## config.mk

```make
export PLATFORM = sky130hd
export DESIGN_NAME = cesw_top
export DESIGN_NICKNAME = d
export VERILOG_FILES = /design/src/design/cesw_pkg.sv /design/src/design/cesw_apb_if.sv /design/src/design/cesw_top.sv /design/src/design/cesw_apb_slave.sv
export SDC_FILE = /design/constraint.sdc
export NUM_CORES = 1
export LEC_CHECK = 0
export BUFFER_PORTS_ARGS = -buffer_cell sky130_fd_sc_hd__buf_4
export CELL_PAD_IN_SITES_DETAIL_PLACEMENT = 0
export CELL_PAD_IN_SITES_GLOBAL_PLACEMENT = 1
export CORE_UTILIZATION = 35
export DETAILED_ROUTE_END_ITERATION = 8
export PLACE_DENSITY = 0.69
export SLEW_MARGIN = 10
export SYNTH_ARGS = -nofsm -noshare
export SYNTH_HDL_FRONTEND = slang
export SYNTH_SLANG_ARGS = --single-unit
```

## constraint.sdc

```tcl
create_clock -name pclk -period 2.8 [get_ports pclk]
set_input_delay 0.14 -clock pclk [delete_from_list [all_inputs] [get_ports pclk]]
set_output_delay 0.14 -clock pclk [all_outputs]
set_load 0.005 [all_outputs]
```

## src/design/cesw_pkg.sv

```systemverilog
// Function
// - card boot failure sets startup transfer flag
// - startup transfer flag clears only at power-off
// - bus fault slot, 0..9, low byte
// - bus fault rack, 0..7, high byte
// - remote master fault flags, bits 0/1
// - setup error address 000a..009f, whole word
// - setup error keeps running, indicator flashes
// - setup error word cleared when cause gone
// - excess points cause code in bits 13..15
// - excess points detail in bits 0..12
// - excess points halts run, indicator steady
// - causes one, two: point and interrupt counts
// - cause three: slave unit over 320 points
// - causes four..six: duplicates, racks count
// - memory error bits 0,4,5,7,8 by area
`default_nettype none
package cesw_pkg;
	localparam logic [7:0] ADDR_MEM_ERR = 8'h00;
	localparam logic [7:0] ADDR_BUS_FAULT = 8'h04;
	localparam logic [7:0] ADDR_REMOTE = 8'h08;
	localparam logic [7:0] ADDR_SETUP = 8'h0c;
	localparam logic [7:0] ADDR_EXCESS = 8'h10;
	localparam logic [7:0] ADDR_IRQ_STAT = 8'h14;
	localparam logic [7:0] ADDR_IRQ_MASK = 8'h18;
	localparam logic [7:0] ADDR_CTRL = 8'h1c;
	localparam int MEM_BIT_PROG = 0;
	localparam int MEM_BIT_SETUP = 4;
	localparam int MEM_BIT_IOTAB = 5;
	localparam int MEM_BIT_ROUTE = 7;
	localparam int MEM_BIT_BUSUNIT = 8;
	localparam int MEM_BIT_CARD = 9;
	localparam int N_MEM_AREAS = 5;
	localparam logic [15:0] WORD_RESET = 16'h0000;
	localparam logic [7:0] SLOT_MAX = 8'h09;
	localparam logic [7:0] RACK_MAX = 8'h07;
	localparam logic [15:0] SETUP_LOC_MIN = 16'h000a;
	localparam logic [15:0] SETUP_LOC_MAX = 16'h009f;
	localparam logic [2:0] CAUSE_MAX = 3'h5;
	localparam logic [12:0] INT_INPUT_LIMIT = 13'h0020;
	localparam logic [12:0] SLAVE_POINT_LIMIT = 13'h0140;
	localparam int CAUSE_LSB = 13;
	// flash toggles every 0.25 s at 200 MHz, 0.5 s period
	localparam int FLASH_MS = 250;
	localparam int CLK_MHZ = 200;
	localparam int FLASH_CYCLES = FLASH_MS * 1000 * CLK_MHZ;
	localparam int N_IRQ = 6;
	localparam int IRQ_CARD = 0;
	localparam int IRQ_BUS = 1;
	localparam int IRQ_REMOTE = 2;
	localparam int IRQ_SETUP = 3;
	localparam int IRQ_EXCESS = 4;
	localparam int IRQ_MEM = 5;
	typedef enum logic [2:0] {
		CAUSE_IO_POINTS,
		CAUSE_INT_INPUTS,
		CAUSE_SLAVE_POINTS,
		CAUSE_TERM_DUP,
		CAUSE_MASTER_UNIT,
		CAUSE_RACK_COUNT
	} cesw_cause_t;
	typedef enum logic [1:0] {
		IND_OFF,
		IND_FLASH,
		IND_STEADY
	} cesw_ind_t;
endpackage
`default_nettype wire

```

## src/design/cesw_apb_if.sv

```systemverilog
`default_nettype none
interface cesw_apb_if;
	logic psel;
	logic penable;
	logic pwrite;
	logic [7:0] paddr;
	logic [31:0] pwdata;
	logic [31:0] prdata;
	logic pready;
	logic pslverr;
	modport slave (input psel, penable, pwrite, paddr, pwdata,
		output prdata, pready, pslverr);
	modport core (output psel, penable, pwrite, paddr, pwdata,
		input prdata, pready, pslverr);
endinterface
`default_nettype wire

```

## src/design/cesw_top.sv

```systemverilog
`default_nettype none
module cesw_top
	import cesw_pkg::*;
(
	// clock and reset
	input wire logic pclk,
	input wire logic presetn,
	// apb
	input wire logic psel,
	input wire logic penable,
	input wire logic pwrite,
	input wire logic [7:0] paddr,
	input wire logic [31:0] pwdata,
	output logic [31:0] prdata,
	output logic pready,
	output logic pslverr,
	// startup card transfer
	input wire logic card_boot_sel,
	input wire logic card_boot_done,
	input wire logic card_xfer_fail,
	input wire logic card_file_missing,
	input wire logic card_absent,
	// io bus fault
	input wire logic bus_fault,
	input wire logic [7:0] bus_fault_slot,
	input wire logic [7:0] bus_fault_rack,
	// remote bus masters
	input wire logic [1:0] remote_tx_err,
	input wire logic [1:0] remote_err_clr,
	// setup table
	input wire logic setup_err,
	input wire logic [15:0] setup_err_addr,
	// excess io points
	input wire logic excess_err,
	input wire logic [2:0] excess_cause,
	input wire logic [12:0] excess_detail,
	// memory errors, one per area
	input wire logic [N_MEM_AREAS-1:0] mem_err,
	// status out
	output logic run_halt,
	output logic fault_indicator,
	output logic irq
);
	cesw_apb_if bus_if();
	assign bus_if.psel = psel;
	assign bus_if.penable = penable;
	assign bus_if.pwrite = pwrite;
	assign bus_if.paddr = paddr;
	assign bus_if.pwdata = pwdata;
	assign prdata = bus_if.prdata;
	assign pready = bus_if.pready;
	assign pslverr = bus_if.pslverr;

	logic wr_stb;
	logic rd_hit;
	logic [31:0] rd_word;
	cesw_apb_slave u_slave (
		.pclk(pclk),
		.presetn(presetn),
		.bus(bus_if.slave),
		.wr_stb(wr_stb),
		.rd_hit(rd_hit),
		.rd_word(rd_word)
	);

	logic card_flag_ff;
	logic [15:0] bus_loc_ff;
	logic [1:0] remote_ff;
	logic [15:0] setup_loc_ff;
	logic [15:0] excess_ff;
	logic halt_ff;
	logic [N_IRQ-1:0] irq_stat_ff;
	logic [N_IRQ-1:0] irq_mask_ff;
	logic ind_en_ff;
	logic [31:0] flash_cnt_ff;
	logic flash_ff;
	logic [N_MEM_AREAS-1:0] prev_mem_ff;
	logic [1:0] prev_remote_ff;

	// card failure causes
	logic card_fail;
	assign card_fail = card_boot_sel & card_boot_done
		& (card_xfer_fail | card_file_missing | card_absent);

	// range checks: out-of-range reports are dropped, not clipped
	logic bus_ok;
	logic setup_ok;
	logic excess_ok;
	logic [15:0] nxt_bus_loc;
	assign bus_ok = (bus_fault_slot <= SLOT_MAX) & (bus_fault_rack <= RACK_MAX);
	assign nxt_bus_loc = {bus_fault_rack, bus_fault_slot};
	assign setup_ok = (setup_err_addr >= SETUP_LOC_MIN) & (setup_err_addr <= SETUP_LOC_MAX);
	assign excess_ok = excess_cause <= CAUSE_MAX;
	logic [15:0] nxt_excess;
	assign nxt_excess = {excess_cause, excess_detail};

	// per-cause sanity: causes 2,3 report only real excesses
	logic cause_valid;
	assign cause_valid =
		(excess_cause == CAUSE_INT_INPUTS) ? (excess_detail > INT_INPUT_LIMIT) :
		(excess_cause == CAUSE_SLAVE_POINTS) ? (excess_detail > SLAVE_POINT_LIMIT) :
		1'b1;

	// memory area map
	logic [15:0] mem_word;
	localparam int MEM_POS [N_MEM_AREAS] = '{MEM_BIT_PROG, MEM_BIT_SETUP, MEM_BIT_IOTAB,
		MEM_BIT_ROUTE, MEM_BIT_BUSUNIT};
	genvar gi;
	generate
		for (gi = 0; gi < 16; gi++) begin : g_mem
			if (gi == MEM_BIT_CARD) begin : g_card
				assign mem_word[gi] = card_flag_ff;
			end else if (gi == MEM_POS[0] || gi == MEM_POS[1] || gi == MEM_POS[2]
				|| gi == MEM_POS[3] || gi == MEM_POS[4]) begin : g_area
				localparam int IDX = (gi == MEM_POS[0]) ? 0 : (gi == MEM_POS[1]) ? 1 :
					(gi == MEM_POS[2]) ? 2 : (gi == MEM_POS[3]) ? 3 : 4;
				assign mem_word[gi] = mem_err[IDX];
			end else begin : g_zero
				assign mem_word[gi] = 1'b0;
			end
		end
	endgenerate

	// events
	logic [N_IRQ-1:0] evt;
	assign evt[IRQ_CARD] = card_fail & ~card_flag_ff;
	assign evt[IRQ_BUS] = bus_fault & bus_ok;
	assign evt[IRQ_REMOTE] = |(remote_tx_err & ~prev_remote_ff);
	assign evt[IRQ_SETUP] = setup_err & setup_ok;
	assign evt[IRQ_EXCESS] = excess_err & excess_ok & cause_valid;
	assign evt[IRQ_MEM] = |(mem_err & ~prev_mem_ff);

	// address decode, one named hit per word
	logic hit_mem;
	logic hit_bus;
	logic hit_remote;
	logic hit_setup;
	logic hit_excess;
	logic hit_stat;
	logic hit_mask;
	logic hit_ctrl;
	assign hit_mem = paddr == ADDR_MEM_ERR;
	assign hit_bus = paddr == ADDR_BUS_FAULT;
	assign hit_remote = paddr == ADDR_REMOTE;
	assign hit_setup = paddr == ADDR_SETUP;
	assign hit_excess = paddr == ADDR_EXCESS;
	assign hit_stat = paddr == ADDR_IRQ_STAT;
	assign hit_mask = paddr == ADDR_IRQ_MASK;
	assign hit_ctrl = paddr == ADDR_CTRL;

	// writes only touch irq and control registers
	logic wr_stat;
	logic wr_mask;
	logic wr_ctrl;
	assign wr_stat = wr_stb & hit_stat;
	assign wr_mask = wr_stb & hit_mask;
	assign wr_ctrl = wr_stb & hit_ctrl;
	logic [N_IRQ-1:0] clr_stat;
	assign clr_stat = {N_IRQ{wr_stat}} & pwdata[N_IRQ-1:0];
	logic [N_IRQ-1:0] nxt_irq_stat;
	assign nxt_irq_stat = (irq_stat_ff & ~clr_stat) | evt;
	logic [N_IRQ-1:0] nxt_irq_mask;
	assign nxt_irq_mask = wr_mask ? pwdata[N_IRQ-1:0] : irq_mask_ff;
	logic nxt_ind_en;
	assign nxt_ind_en = wr_ctrl ? pwdata[0] : ind_en_ff;

	// readback words, zero-extended to the bus width
	logic [31:0] word_mem;
	logic [31:0] word_bus;
	logic [31:0] word_remote;
	logic [31:0] word_setup;
	logic [31:0] word_excess;
	logic [31:0] word_stat;
	logic [31:0] word_mask;
	logic [31:0] word_ctrl;
	assign word_mem = {16'h0000, mem_word};
	assign word_bus = {16'h0000, bus_loc_ff};
	assign word_remote = {30'h0, remote_ff};
	assign word_setup = {16'h0000, setup_loc_ff};
	assign word_excess = {16'h0000, excess_ff};
	assign word_stat = {26'h0, irq_stat_ff};
	assign word_mask = {26'h0, irq_mask_ff};
	assign word_ctrl = {30'h0, halt_ff, ind_en_ff};
	logic [31:0] sel_word;
	assign sel_word = ({32{hit_mem}} & word_mem)
		| ({32{hit_bus}} & word_bus)
		| ({32{hit_remote}} & word_remote)
		| ({32{hit_setup}} & word_setup)
		| ({32{hit_excess}} & word_excess)
		| ({32{hit_stat}} & word_stat)
		| ({32{hit_mask}} & word_mask)
		| ({32{hit_ctrl}} & word_ctrl);
	// unmapped addresses read as zero; the slave flags the error
	assign rd_word = rd_hit ? sel_word : 32'h0000_0000;

	// card flag has no clear path besides power-on reset
	logic nxt_card_flag;
	assign nxt_card_flag = card_flag_ff | card_fail;
	always_ff @(posedge pclk or negedge presetn) begin
		if (!presetn) begin
			card_flag_ff <= 1'b0;
		end else begin
			card_flag_ff <= nxt_card_flag;
		end
	end

	// error words never load from the bus
	always_ff @(posedge pclk or negedge presetn) begin
		if (!presetn) begin
			bus_loc_ff <= WORD_RESET;
		end else if (evt[IRQ_BUS]) begin
			bus_loc_ff <= nxt_bus_loc;
		end
	end

	// hardware set wins over firmware clear
	logic [1:0] nxt_remote;
	assign nxt_remote = (remote_ff & ~remote_err_clr) | remote_tx_err;
	always_ff @(posedge pclk or negedge presetn) begin
		if (!presetn) begin
			remote_ff <= 2'h0;
			prev_remote_ff <= 2'h0;
		end else begin
			remote_ff <= nxt_remote;
			prev_remote_ff <= remote_tx_err;
		end
	end

	// frozen once halted so the first cause stays readable
	logic ld_excess;
	assign ld_excess = evt[IRQ_EXCESS] & ~halt_ff;
	always_ff @(posedge pclk or negedge presetn) begin
		if (!presetn) begin
			excess_ff <= WORD_RESET;
		end else if (ld_excess) begin
			excess_ff <= nxt_excess;
		end
	end

	// setup location follows its cause
	always_ff @(posedge pclk or negedge presetn) begin
		if (!presetn) begin
			setup_loc_ff <= WORD_RESET;
		end else if (evt[IRQ_SETUP]) begin
			setup_loc_ff <= setup_err_addr;
		end else if (!setup_err) begin
			setup_loc_ff <= WORD_RESET;
		end
	end

	// excess points halts until reset
	logic nxt_halt;
	assign nxt_halt = halt_ff | evt[IRQ_EXCESS];
	always_ff @(posedge pclk or negedge presetn) begin
		if (!presetn) begin
			halt_ff <= 1'b0;
		end else begin
			halt_ff <= nxt_halt;
		end
	end

	// set wins over a write-one clear in the same cycle
	always_ff @(posedge pclk or negedge presetn) begin
		if (!presetn) begin
			irq_stat_ff <= '0;
		end else begin
			irq_stat_ff <= nxt_irq_stat;
		end
	end

	always_ff @(posedge pclk or negedge presetn) begin
		if (!presetn) begin
			irq_mask_ff <= '0;
		end else begin
			irq_mask_ff <= nxt_irq_mask;
		end
	end

	// enable comes up set so faults show from power-on
	always_ff @(posedge pclk or negedge presetn) begin
		if (!presetn) begin
			ind_en_ff <= 1'b1;
		end else begin
			ind_en_ff <= nxt_ind_en;
		end
	end

	// idle level is low, so reset gives no false edge
	always_ff @(posedge pclk or negedge presetn) begin
		if (!presetn) begin
			prev_mem_ff <= '0;
		end else begin
			prev_mem_ff <= mem_err;
		end
	end

	// indicator mode: halt beats flashing errors
	cesw_ind_t ind_mode;
	logic nonfatal;
	logic mem_any;
	logic setup_pending;
	assign mem_any = |mem_err;
	assign setup_pending = setup_loc_ff != WORD_RESET;
	assign nonfatal = setup_pending | mem_any;
	always_comb begin
		if (halt_ff) begin
			ind_mode = IND_STEADY;
		end else if (nonfatal) begin
			ind_mode = IND_FLASH;
		end else begin
			ind_mode = IND_OFF;
		end
	end

	// long period: a short run never sees the lit flash phase
	logic flash_wrap;
	logic [31:0] nxt_flash_cnt;
	assign flash_wrap = flash_cnt_ff == FLASH_CYCLES - 1;
	assign nxt_flash_cnt = flash_wrap ? 32'h0000_0000 : flash_cnt_ff + 32'h0000_0001;
	always_ff @(posedge pclk or negedge presetn) begin
		if (!presetn) begin
			flash_cnt_ff <= '0;
			flash_ff <= 1'b0;
		end else begin
			flash_cnt_ff <= nxt_flash_cnt;
			if (flash_wrap) begin
				flash_ff <= ~flash_ff;
			end
		end
	end

	logic ind_raw;
	always_comb begin
		case (ind_mode)
			IND_STEADY: ind_raw = 1'b1;
			IND_FLASH: ind_raw = flash_ff;
			IND_OFF: ind_raw = 1'b0;
			default: ind_raw = 1'b0;
		endcase
	end
	assign fault_indicator = ind_raw & ind_en_ff;
	// setup errors never stop the run
	assign run_halt = halt_ff;
	assign irq = |(irq_stat_ff & irq_mask_ff);
endmodule
`default_nettype wire

```

## src/design/cesw_apb_slave.sv

```systemverilog
`default_nettype none
module cesw_apb_slave
	import cesw_pkg::*;
(
	// clock and reset
	input wire logic pclk,
	input wire logic presetn,
	// bus side
	cesw_apb_if.slave bus,
	// register side
	output logic wr_stb,
	output logic rd_hit,
	input wire logic [31:0] rd_word
);
	logic [31:0] prdata_ff;
	logic access;
	logic [7:0] a;
	assign access = bus.psel & bus.penable;
	assign a = bus.paddr;
	assign rd_hit = (a == ADDR_MEM_ERR) | (a == ADDR_BUS_FAULT) | (a == ADDR_REMOTE)
		| (a == ADDR_SETUP) | (a == ADDR_EXCESS) | (a == ADDR_IRQ_STAT)
		| (a == ADDR_IRQ_MASK) | (a == ADDR_CTRL);
	assign wr_stb = access & bus.pwrite;
	// single wait-free access; unmapped reads return zero with pslverr
	assign bus.pready = 1'b1;
	assign bus.pslverr = access & ~rd_hit;
	assign bus.prdata = prdata_ff;
	always_ff @(posedge pclk or negedge presetn) begin
		if (!presetn) begin
			prdata_ff <= 32'h0000_0000;
		end else if (bus.psel & ~bus.penable & ~bus.pwrite) begin
			prdata_ff <= rd_word;
		end
	end
endmodule
`default_nettype wire

```

### After elaboration in Yosys (flattened, before gate mapping)

Index checks and enable logic that the tools add are counted.
W data, S select, Z words.

| storage, ports and cells | value |
|---|---|
| bits in registers | 137 |
| bits of input ports | 110 |
| output and inout bits | 37 |
| word-level logic and storage cells | 114 |

| cells by class | value |
|---|---|
| add/sub/neg operators | 1 |
| order comparisons | 7 |
| equal/unequal tests | 13 |
| multiplexer cells | 9 |
| bitwise operators | 64 |
| reductions and logical operators | 6 |

Operators by type and width:

| operator | count |
|---|---|
| $or A32 B32 Y32 | 7 |
| $and A32 B16 Y32 | 3 |
| $and A32 B2 Y32 | 2 |
| $and A32 B6 Y32 | 2 |
| $mux W32 | 2 |
| $add A32 B1 Y32 const B | 1 |
| $and A32 B10 Y32 | 1 |
| $eq A32 B26 Y1 const B | 1 |
| $eq A8 B5 Y1 const B | 4 |
| $mux W16 | 2 |
| $and A1 B1 Y1 | 19 |
| $and A6 B6 Y6 | 3 |
| $eq A8 B4 Y1 const B | 2 |
| $ge A16 B4 Y1 const B | 1 |
| $le A16 B8 Y1 const B | 1 |
| $reduce_bool A16 Y1 | 1 |
| $gt A13 B6 Y1 const B | 1 |
| $gt A13 B9 Y1 const B | 1 |
| $or A1 B1 Y1 | 12 |
| $reduce_or A5 Y1 | 2 |
| $eq A8 B3 Y1 const B | 1 |
| $le A8 B3 Y1 const B | 1 |
| $le A8 B4 Y1 const B | 1 |
| $logic_not A8 Y1 | 1 |
| other kinds (19) | 28 |

### Longest topological paths before layout

Gate-level depths: netlist of the first run.

| depth | value |
|---|---|
| depth after elaboration | 10 |
| depth in mapped cells | 8 |
| depth with buffers taken out | 6 |

### Hierarchy

From an unflattened synthesis of the first run, not the netlist that was laid out.

| second synthesis, totals | value |
|---|---|
| cells, all modules | 564 |
| area total of the unflattened synthesis | 6,429.9 µm² |

Modules (own cells, without submodules):

| module | instances | cells each | area each (µm²) | seq. area each (µm²) |
|---|---|---|---|---|
| cesw_top | 1 | 490 | 5,177.5 | 2,628.8 |
| cesw_apb_slave | 1 | 74 | 1,252.5 | 800.8 |

### Worst setup path before layout of the first run

No wires, ideal clock.

| path | value |
|---|---|
| path type | reg2reg |
| start point | register flash_cnt_ff[0] |
| end point | register flash_cnt_ff[12] |
| setup time | 0.121 ns |
| arrival | 1.822 ns |
| data required time | 2.679 ns |
| path slack | 0.857 ns |
| cell stages (with the launch flop) | 9 |
| buffers on the path | 2 |
| clock period less this slack | 1.943 ns |
| path through | dfrtp_1 ha_1 and3_1 nand3_1 nor4_1 and4_1 buf_2 buf_2 nor2_1 |

| between the ends | value |
|---|---|
| longest elaborated chain between the ends | 2 |
| elaborated cells on any way between the ends | 3 |
| classes of those cells | 1 x add/sub; 1 x eq/ne; 1 x mux |

RTL lines:

| item | RTL line | text |
|---|---|---|
| from (decl) | cesw_top.sv:75 | `logic [31:0] flash_cnt_ff;` |
| from (signal assigned) | cesw_top.sv:325 | `flash_cnt_ff <= nxt_flash_cnt;` |
| $add A32 B1 Y32 / $eq A32 B26 Y1 (equally long branches) | cesw_top.sv:319, cesw_top.sv:318 |  |
| $mux W32 (*) | cesw_top.sv:319 | `assign nxt_flash_cnt = flash_wrap ? 32'h0000_0000 : flash_cnt_ff + 32'h0000_0001;` |
| net nxt_flash_cnt[12] | cesw_top.sv:317 | `logic [31:0] nxt_flash_cnt;` |

The timed path passes the listed nets; every way through them passes the cells marked *.
A chain may end at the register's enable or synchronous reset.

### Worst setup path after layout of the first run

| path | value |
|---|---|
| start point | register setup_loc_ff[13] |
| end point | output port fault_indicator |

| between the ends | value |
|---|---|
| longest elaborated chain between the ends | 7 |
| elaborated cells on any way between the ends | 8 |
| classes of those cells | 2 x eq/ne; 3 x mux; 2 x bitwise; 1 x reduce/logical |

RTL lines:

| item | RTL line | text |
|---|---|---|
| from (decl) | cesw_top.sv:69 | `logic [15:0] setup_loc_ff;` |
| from (signal assigned) | cesw_top.sv:245 | `setup_loc_ff <= setup_err_addr;` |
| $reduce_bool A16 Y1 (*) | cesw_top.sv:303 | `assign setup_pending = setup_loc_ff != WORD_RESET;` |
| $or A1 B1 Y1 (*) | cesw_top.sv:304 | `assign nonfatal = setup_pending \| mem_any;` |
| $mux W1 (*) | cesw_top.sv:308 | `end else if (nonfatal) begin` |
| $mux W2 (*) | cesw_top.sv:306 | `if (halt_ff) begin` |
| $eq A2 B1 Y1 / $eq A2 B2 Y1 (equally long branches) | cesw_top.sv:334 | `case (ind_mode)` |
| $pmux W1 S2 (*) | cesw_top.sv:334 |  |
| $and A1 B1 Y1 (*) | cesw_top.sv:341 | `assign fault_indicator = ind_raw & ind_en_ff;` |
| to (decl) | cesw_top.sv:41 | `output logic fault_indicator,` |

Every way passes the cells marked *; elsewhere a longest branch is shown, timed or not.

==> results by group, run 1 <==
Detailed routing
  • Vias/cell: between 4 and 5
  • DRC violations left: 0
  • Routed WL: roughly 15 mm
  • Avg WL per Cell: 16.5 um
  • Final ANT Viol Nets: 0
  • Drt initial violations: around 210
  • Vias: approximately 4400
  • First-pass DRT Iterations: 5

GRT
  • Number of antenna violations at the first check in global routing: 0
  • First-pass GRT wire length: about 24 mm
  • Largest net degree at the start of global routing: between 40 and 50
  • GR Layer Usage met2: between 30% and 40%
  • All-layer global routing usage: roughly a fifth
  • Gr busiest metal: met2
  • GR Overflow Total: 0
  • Vias in the first global route: 4574
  • Met1 Use GR: roughly a quarter
  • GRT met3 Usage: around 4.6%

STA
  • Unrepaired setup endpoints after global routing: false
  • Final Hold Viols: 0
  • Slew @ Worst Pin: 713 ps
  • Minimum clock period: roughly 2300 ps
  • Layout Skew: approximately 11 ps
  • Period utilization: between 80% and 90%
  • Slew HR: a little over half
  • Final setup violating endpoints: 0
  • Hold_ws: 19.1 ps
  • Setup TNS: 0 ps
  • Final worst setup slack: approximately 550 ps
  • Fin. max-slew vios: 0
  • Fmax achieved: around 0.44 GHz

Clocking
  • CTS hold repair buffers: between 40 and 50
  • CTS tree: built
  • TritonCTS buffer count: 17
  • CTS Buffer Depth: 2
  • Root buffer cell: clkbuf_16
  • Register clock-pin slew on the reported worst setup and hold paths: about 50 ps
  • Post-CTS Setup Bufs: 0
  • H-tree depth: 4
  • Clock sinks: 121
  • Worst-Skew Late Latency: ~420 ps
  • Post-CTS Resized: 0

Worst setup path
  • Max FO, Critical Path: 3
  • Critical R2R Capture: flash_cnt_ff[14]
  • CP Launch Type: flop
  • Worst path max stage delay: around 530 ps
  • Critical Path End: fault_indicator
  • Crit end category: output port
  • Cells on worst reg2reg path: 8
  • CP Data Arrival Time: 2110 ps
  • Critical path type: flop to output port
  • Worst Setup SP: setup_loc_ff[13]
  • Crit path cell chain: or4_1 > o41a_1 > o21a_1 > buf_4
  • Worst R2R Start: flash_cnt_ff[0]
  • FF-to-FF setup slack: around 630 ps
  • Critical-path top delay cell: or4_1
  • Required time of the critical path: ~2700 ps

Cells and area
  • Layout cells sized above 1: 27.4%
  • Commonest cells after routing, fill and taps aside: dfrtp_1, buf_4, dlygate4sd3_1
  • Final-stage net count: ~780
  • N_diodes: 0
  • Most common cell after layout, fill and taps aside: dfrtp_1
  • Fill cell count: approximately 1500
  • Register Area: a little over 3000 um2
  • Utilization after layout: around 50%
  • Multi-input gate area: 2480 um2
  • Area delta synth->final: 36.0%

Logic synthesis
  • Simple-gate share of the synthesized area: 17.0%
  • Post-synthesis cell type count: between 50 and 60
  • Gate Count Post-Synth: between 500 and 600
  • Adder-cell area share of the yosys netlist: 0.219%
  • Seq cells post-synth: between 100 and 150
  • Mux share of post-synthesis cell area: between 10% and 20%
  • Largest family of logic cells by synthesized area: simple AND/OR/NAND/NOR gates
  • Synth Area in XOR/XNOR: between 4 and 5%
  • Synthesized area: about 5700 um2
  • Number of flops mapped to enable cells by yosys: 0
  • Mean Syn Cell Area: 11.2 um2
  • Compound-Gate Fraction of Synth Area: approximately 10%
  • Post-synth ARST share: 100%
  • Main flop type after synthesis: dfrtp_1
  • Sequential cell area fraction in the yosys report: a little over half
  • Synth warnings: 0

Floorplan
  • Core Rows: between 40 and 50
  • Initial Util: 36.0%
  • DIE HEIGHT: approximately 130 um
  • Die area: 16800 um2
  • I/O pins: between 100 and 150
  • Die Wd: about 130 um
  • Core area: 15900 um2

Flow run
  • Number of max-cap violations: 0

Power
  • Leakage: between 3 and 4 nW
  • Max VDD drop: a little under 500 uV
  • Power Dens Cells: 579 nW/um2

Placed design
  • DP Worst Slack: just under 600 ps
  • GPL Wtd Cong: between 0.8 and 0.9
  • HPWL Detailed: about 11 mm
  • IO buf count: 103

Hold path
  • Worst min-delay path class: primary input to flop
  • Hold Crit Start: excess_cause[1]

Run status
  • Status: complete, no violations
critical path: cells and delay by family, from the launching register on:
kind	cells	cell delay (ps)
buf+inv	1	130
simple gates	1	530
flops	1	400
compound gates	2	640
final cells by class:
class | instances | share of cell area (%)
multi-input cells | 358 | 31.9
repair buffers | 160 | 17.1
clock inverters | 8 | 1.84
well taps | 216 | 3.48
inverters | 12 | 0.580
flip-flops and latches | 121 | 39.0
clock buffers | 23 | 6.15
routing by layer:
metal	vias up	wire [um]
met5	-	0
met4	0	229
met3	15	709
met2	125	6920
met1	2172	6930
li1	2130	-
state kept, by name, indices dropped and copies added, names as in the netlist:
name                cells
bus_loc_ff             16
card_flag_ff            1
excess_ff              16
flash_cnt_ff           32
flash_ff                1
ind_en_ff               1
irq_mask_ff             6
irq_stat_ff             6
prev_mem_ff             5
prev_remote_ff          2
remote_ff               2
run_halt                1
setup_loc_ff           16
u_slave.bus.prdata     16
cell families (layout without fill, tap and decap cells):
logic type	after synthesis	after routing
other	2	17
xor gates and xnor gates	29	29
buffers and inverters	48	203
adders and majority gates	1	1
and+or+nand+nor	182	182
AOI/OAI and AO/OA	80	80
muxes	49	49
DFF	121	121
how the worst min path moves through the flow:
stage	end	slack [ps]	cells past startpoint
after floorplan	bus_loc_ff[0]	-160	0
after global placement	prev_remote_ff[0]	160	1
after detailed placement	prev_remote_ff[0]	170	1
after CTS	excess_ff[14]	4	2
after global routing	excess_ff[14]	20	2
final	excess_ff[14]	20	2
cells in the mapped netlist, types with 7 or more instances:
cell type  count  area (um2)
a21oi_1       13        65.1
a22o_1         8        70.1
a22oi_1       10        75.1
and2_1        19         119
and4_1         7        61.3
buf_4         17         128
clkbuf_1      13        48.8
dfrtp_1      120        3000
inv_1         12        45.0
mux2_2        22         248
mux2_4        10         150
mux2i_1       14         140
nand2_1       40         150
nand3_1       18        90.1
nand4_1       15        93.8
nor2_1        36         135
nor3_1         8        40.0
nor4_1        14        87.6
o21ai_0       21         105
xnor2_1       11        96.3
xor2_1        18         158
power by group:
part	switching, mW	internal [mW]	total, mW
combinational	0.156	0.213	0.369
sequential	0.0376	1.81	1.84
clock	0.741	1.55	2.29
stage by stage:
step	instance area, um2	cells	total power [mW]
after global placement	6690	821	2.18
after floorplan	5770	527	2.01
after CTS	7770	898	4.54
after global routing	7770	898	4.65
final	7770	898	4.50
after detailed placement	6690	821	2.19
(Power assumes the default switching activity.)
==> run 2, diff against run 1 <==
--- a/config.mk
+++ b/config.mk
@@ -10,7 +10,7 @@
 export CELL_PAD_IN_SITES_GLOBAL_PLACEMENT = 1
 export CORE_UTILIZATION = 35
 export DETAILED_ROUTE_END_ITERATION = 8
-export PLACE_DENSITY = 0.69
+export PLACE_DENSITY = 0.71
 export SLEW_MARGIN = 10
 export SYNTH_ARGS = -nofsm -noshare
 export SYNTH_HDL_FRONTEND = slang
==> constraint.sdc (replaced) <==
create_clock -name pclk -period 2 [get_ports pclk]
set_input_delay 0.1 -clock pclk [delete_from_list [all_inputs] [get_ports pclk]]
set_output_delay 0.1 -clock pclk [all_outputs]
set_load 0.005 [all_outputs]
==> run 2 against run 1 <==
- the flow now finishes with violations (setup timing)
- via count grew 2.5%
- sequential share of layout area shrank 1.2 points
- first-iteration DRC count grew 13%
- setup slack lost 730 ps
- utilization grew 1.6 points
- design area grew 3.2%
- combinational power grew 43%
- routed wire length grew 1.6%
==> results by group, run 2 (synthesis gave the netlist of run 1 again) <==
Power
  • Leakage: 3.81 nW (+3.9%)
  • Comb power frac: 8.5% (+0.3 points)
  • Power Dens Cells: 775 nW/um2 (+34%)
  • Max VDD drop: 561 uV (+15%)
  • P_sw: 1.34 mW (+44%)
  • Reg power frac: 41.5% (+0.6 points)
  • Clk network pwr share: 50.0% (-0.9 points)
  • Sw frac: 21.6% (+0.82 points)
  • P_int: 4.87 mW (+37%)

Cells and area
  • Utilization after layout: 50.5% (+1.6 points)
  • Area delta synth->final: 40.4%
  • Largest register by flop count: flash_cnt_ff
  • Most common cell after layout, fill and taps aside: buf_4
  • Final-stage net count: 806 (+3.2%)
  • Layout cells sized above 1: 31.3% (+3.8 points)
  • N_diodes: 0 (unchanged)
  • Commonest cells after routing, fill and taps aside: buf_4, dfrtp_1, dlygate4sd3_1
  • Non-Filler Instances: 923 (+2.8%)
  • Max FFs per register: 32 (unchanged)

GRT
  • Number of antenna violations at the first check in global routing: 0 (unchanged)
  • Vias in the first global route: 4672 (+2.1%)
  • Largest net degree at the start of global routing: 49 (+11%)
  • GR Overflow Total: 0 (unchanged)
  • All-layer global routing usage: 19.1% (+0.39 points)
  • First-pass GRT wire length: 24.0 mm (+1.8%)

STA
  • Period utilization: 109%
  • Final setup violating endpoints: 1 (+1)
  • Fin. max-slew vios: 0 (unchanged)
  • Slew HR: 62.4% (+10 points)
  • Final worst setup slack: -184 ps (-731 ps)
  • Slew @ Worst Pin: 563 ps (-149 ps)
  • Fmax achieved: 0.458 GHz
  • Layout Skew: 11.7 ps (+0.229 ps)
  • Unrepaired setup endpoints after global routing: true
  • Final Hold Viols: 0 (unchanged)
  • Minimum clock period: roughly 2200 ps
  • Hold_ws: 7.70 ps (-11.4 ps)

Floorplan
  • Core area: 15900 um2 (unchanged)
  • Core Rows: 46 (unchanged)
  • Die Wd: 130 um (unchanged)
  • I/O pins: 147 (unchanged)
  • Initial Util: 36.0% (unchanged)
  • DIE HEIGHT: 130 um (unchanged)
  • Die area: 16800 um2 (unchanged)

Worst setup path
  • Crit end category: output port
  • Max FO, Critical Path: 2 (-1)
  • Required time of the critical path: 1900 ps (-760 ps)
  • CP Launch Type: flop
  • CP Data Arrival Time: 2080 ps (-30 ps)
  • Critical R2R Capture: flash_ff
  • Cells on worst reg2reg path: 8 (unchanged)
  • Worst R2R Start: flash_cnt_ff[0]
  • FF-to-FF setup slack: 100 ps (-530 ps)
  • Critical path type: flop to output port

Placed design
  • IO buf count: 103 (unchanged)
  • Placed cell count: 839 (+2.2%)
  • HPWL Detailed: 10.8 mm (-0.54%)
  • GPL Wtd Cong: 0.802 (-0.27%)

Detailed routing
  • Final ANT Viol Nets: 0 (unchanged)
  • Vias: 4551 (+2.5%)
  • Drt initial violations: 237 (+13%)
  • Vias/cell: 4.93 (-0.32%)
  • DRC violations left: 0 (unchanged)
  • Avg WL per Cell: 16.3 um (-1.2%)
  • First-pass DRT Iterations: 5 (unchanged)
  • Routed WL: 15.0 mm (+1.6%)

Clocking
  • TritonCTS buffer count: 17 (unchanged)
  • CTS Buffer Depth: 2 (unchanged)
  • H-tree depth: 4 (unchanged)
  • CTS tree: built
  • Root buffer cell: clkbuf_16
  • Register clock-pin slew on the reported worst setup and hold paths: 50 ps (about the same)
  • Clock sinks: 121 (unchanged)
  • Worst-Skew Late Latency: 420 ps (about the same)

Flow run
  • Number of max-cap violations: 0 (unchanged)

Hold path
  • Worst min-delay path class: primary input to flop
  • WHS Path Cells: 3 (+1)
  • Hold Crit Start: card_boot_done
  • Hold endpoint: card_flag_ff

Run status
  • Failing checks: setup timing
  • Status: finished with violations
[run 2: power by group through the flow]
stage	registers [mW]	logic, mW	clock network [mW]
after floorplan	2.60	0.217	0
after global placement	2.62	0.442	0
after global routing	2.59	0.578	3.26
final	2.58	0.526	3.11
after CTS	2.58	0.529	3.16
after detailed placement	2.62	0.452	0
[run 2: how the worst max path moves through the flow]
stage | startpoint | end | slack (ps) | cells past startpoint
floorplan | flash_cnt_ff[0] | flash_cnt_ff[12] | 60 | 8
global placement | flash_cnt_ff[0] | flash_ff | -30 | 8
detailed placement | flash_cnt_ff[0] | flash_ff | -60 | 8
CTS | setup_loc_ff[11] | fault_indicator | -170 | 4
global route | setup_loc_ff[13] | fault_indicator | -240 | 4
finish | setup_loc_ff[13] | fault_indicator | -180 | 4
[run 2: stage by stage]
| step | setup WS, ps | instance area (um2) | TNS [ps] | power (mW) |
|---|---|---|---|---|
| 6_report | -184 | 8020 | -184 | 6.21 |
| 5_1_grt | -239 | 8020 | -240 | 6.43 |
| 4_1_cts | -173 | 7950 | -173 | 6.26 |
| 3_5_place_dp | -58.0 | 6850 | -725 | 3.07 |
| 3_3_place_gp | -25.6 | 6850 | -220 | 3.06 |
| 2_1_floorplan | 56.9 | 5770 | 0 | 2.81 |
[run 2: critical path: stages, from the launching register on]
cell     delay (ps)
dfrtp_1         380
or4_4           530
o41a_1          420
o21a_1          200
buf_4           130
[run 2: repair_timing]
item,in CTS,in global routing
pin swaps,6,6
setup buffers,2,5
endpoints found under the setup margin,16,32
hold endpoints to repair,90,0
gates resized for setup,5,4
hold buffers,46,0
[run 2: layout make-up]
type,instances,area [um2]
Fill cell,1436,7870
Sequential cell,121,3030
Multi-Input combinational cell,358,2520
Timing Repair Buffer,185,1550
Clock buffer,23,478
Tap cell,216,270
Clock inverter,8,119
Inverter,12,45.0
[run 2: per-layer routing]
metal  global-route usage [%]  vias to the layer above  share of wire, %
met3                     5.66                       14               6.2
met1                     24.1                     2233                45
met4                     5.75                        0              0.88
met5                        0                        -                 0
met2                     31.6                      126                48
li1                         -                     2178                 -
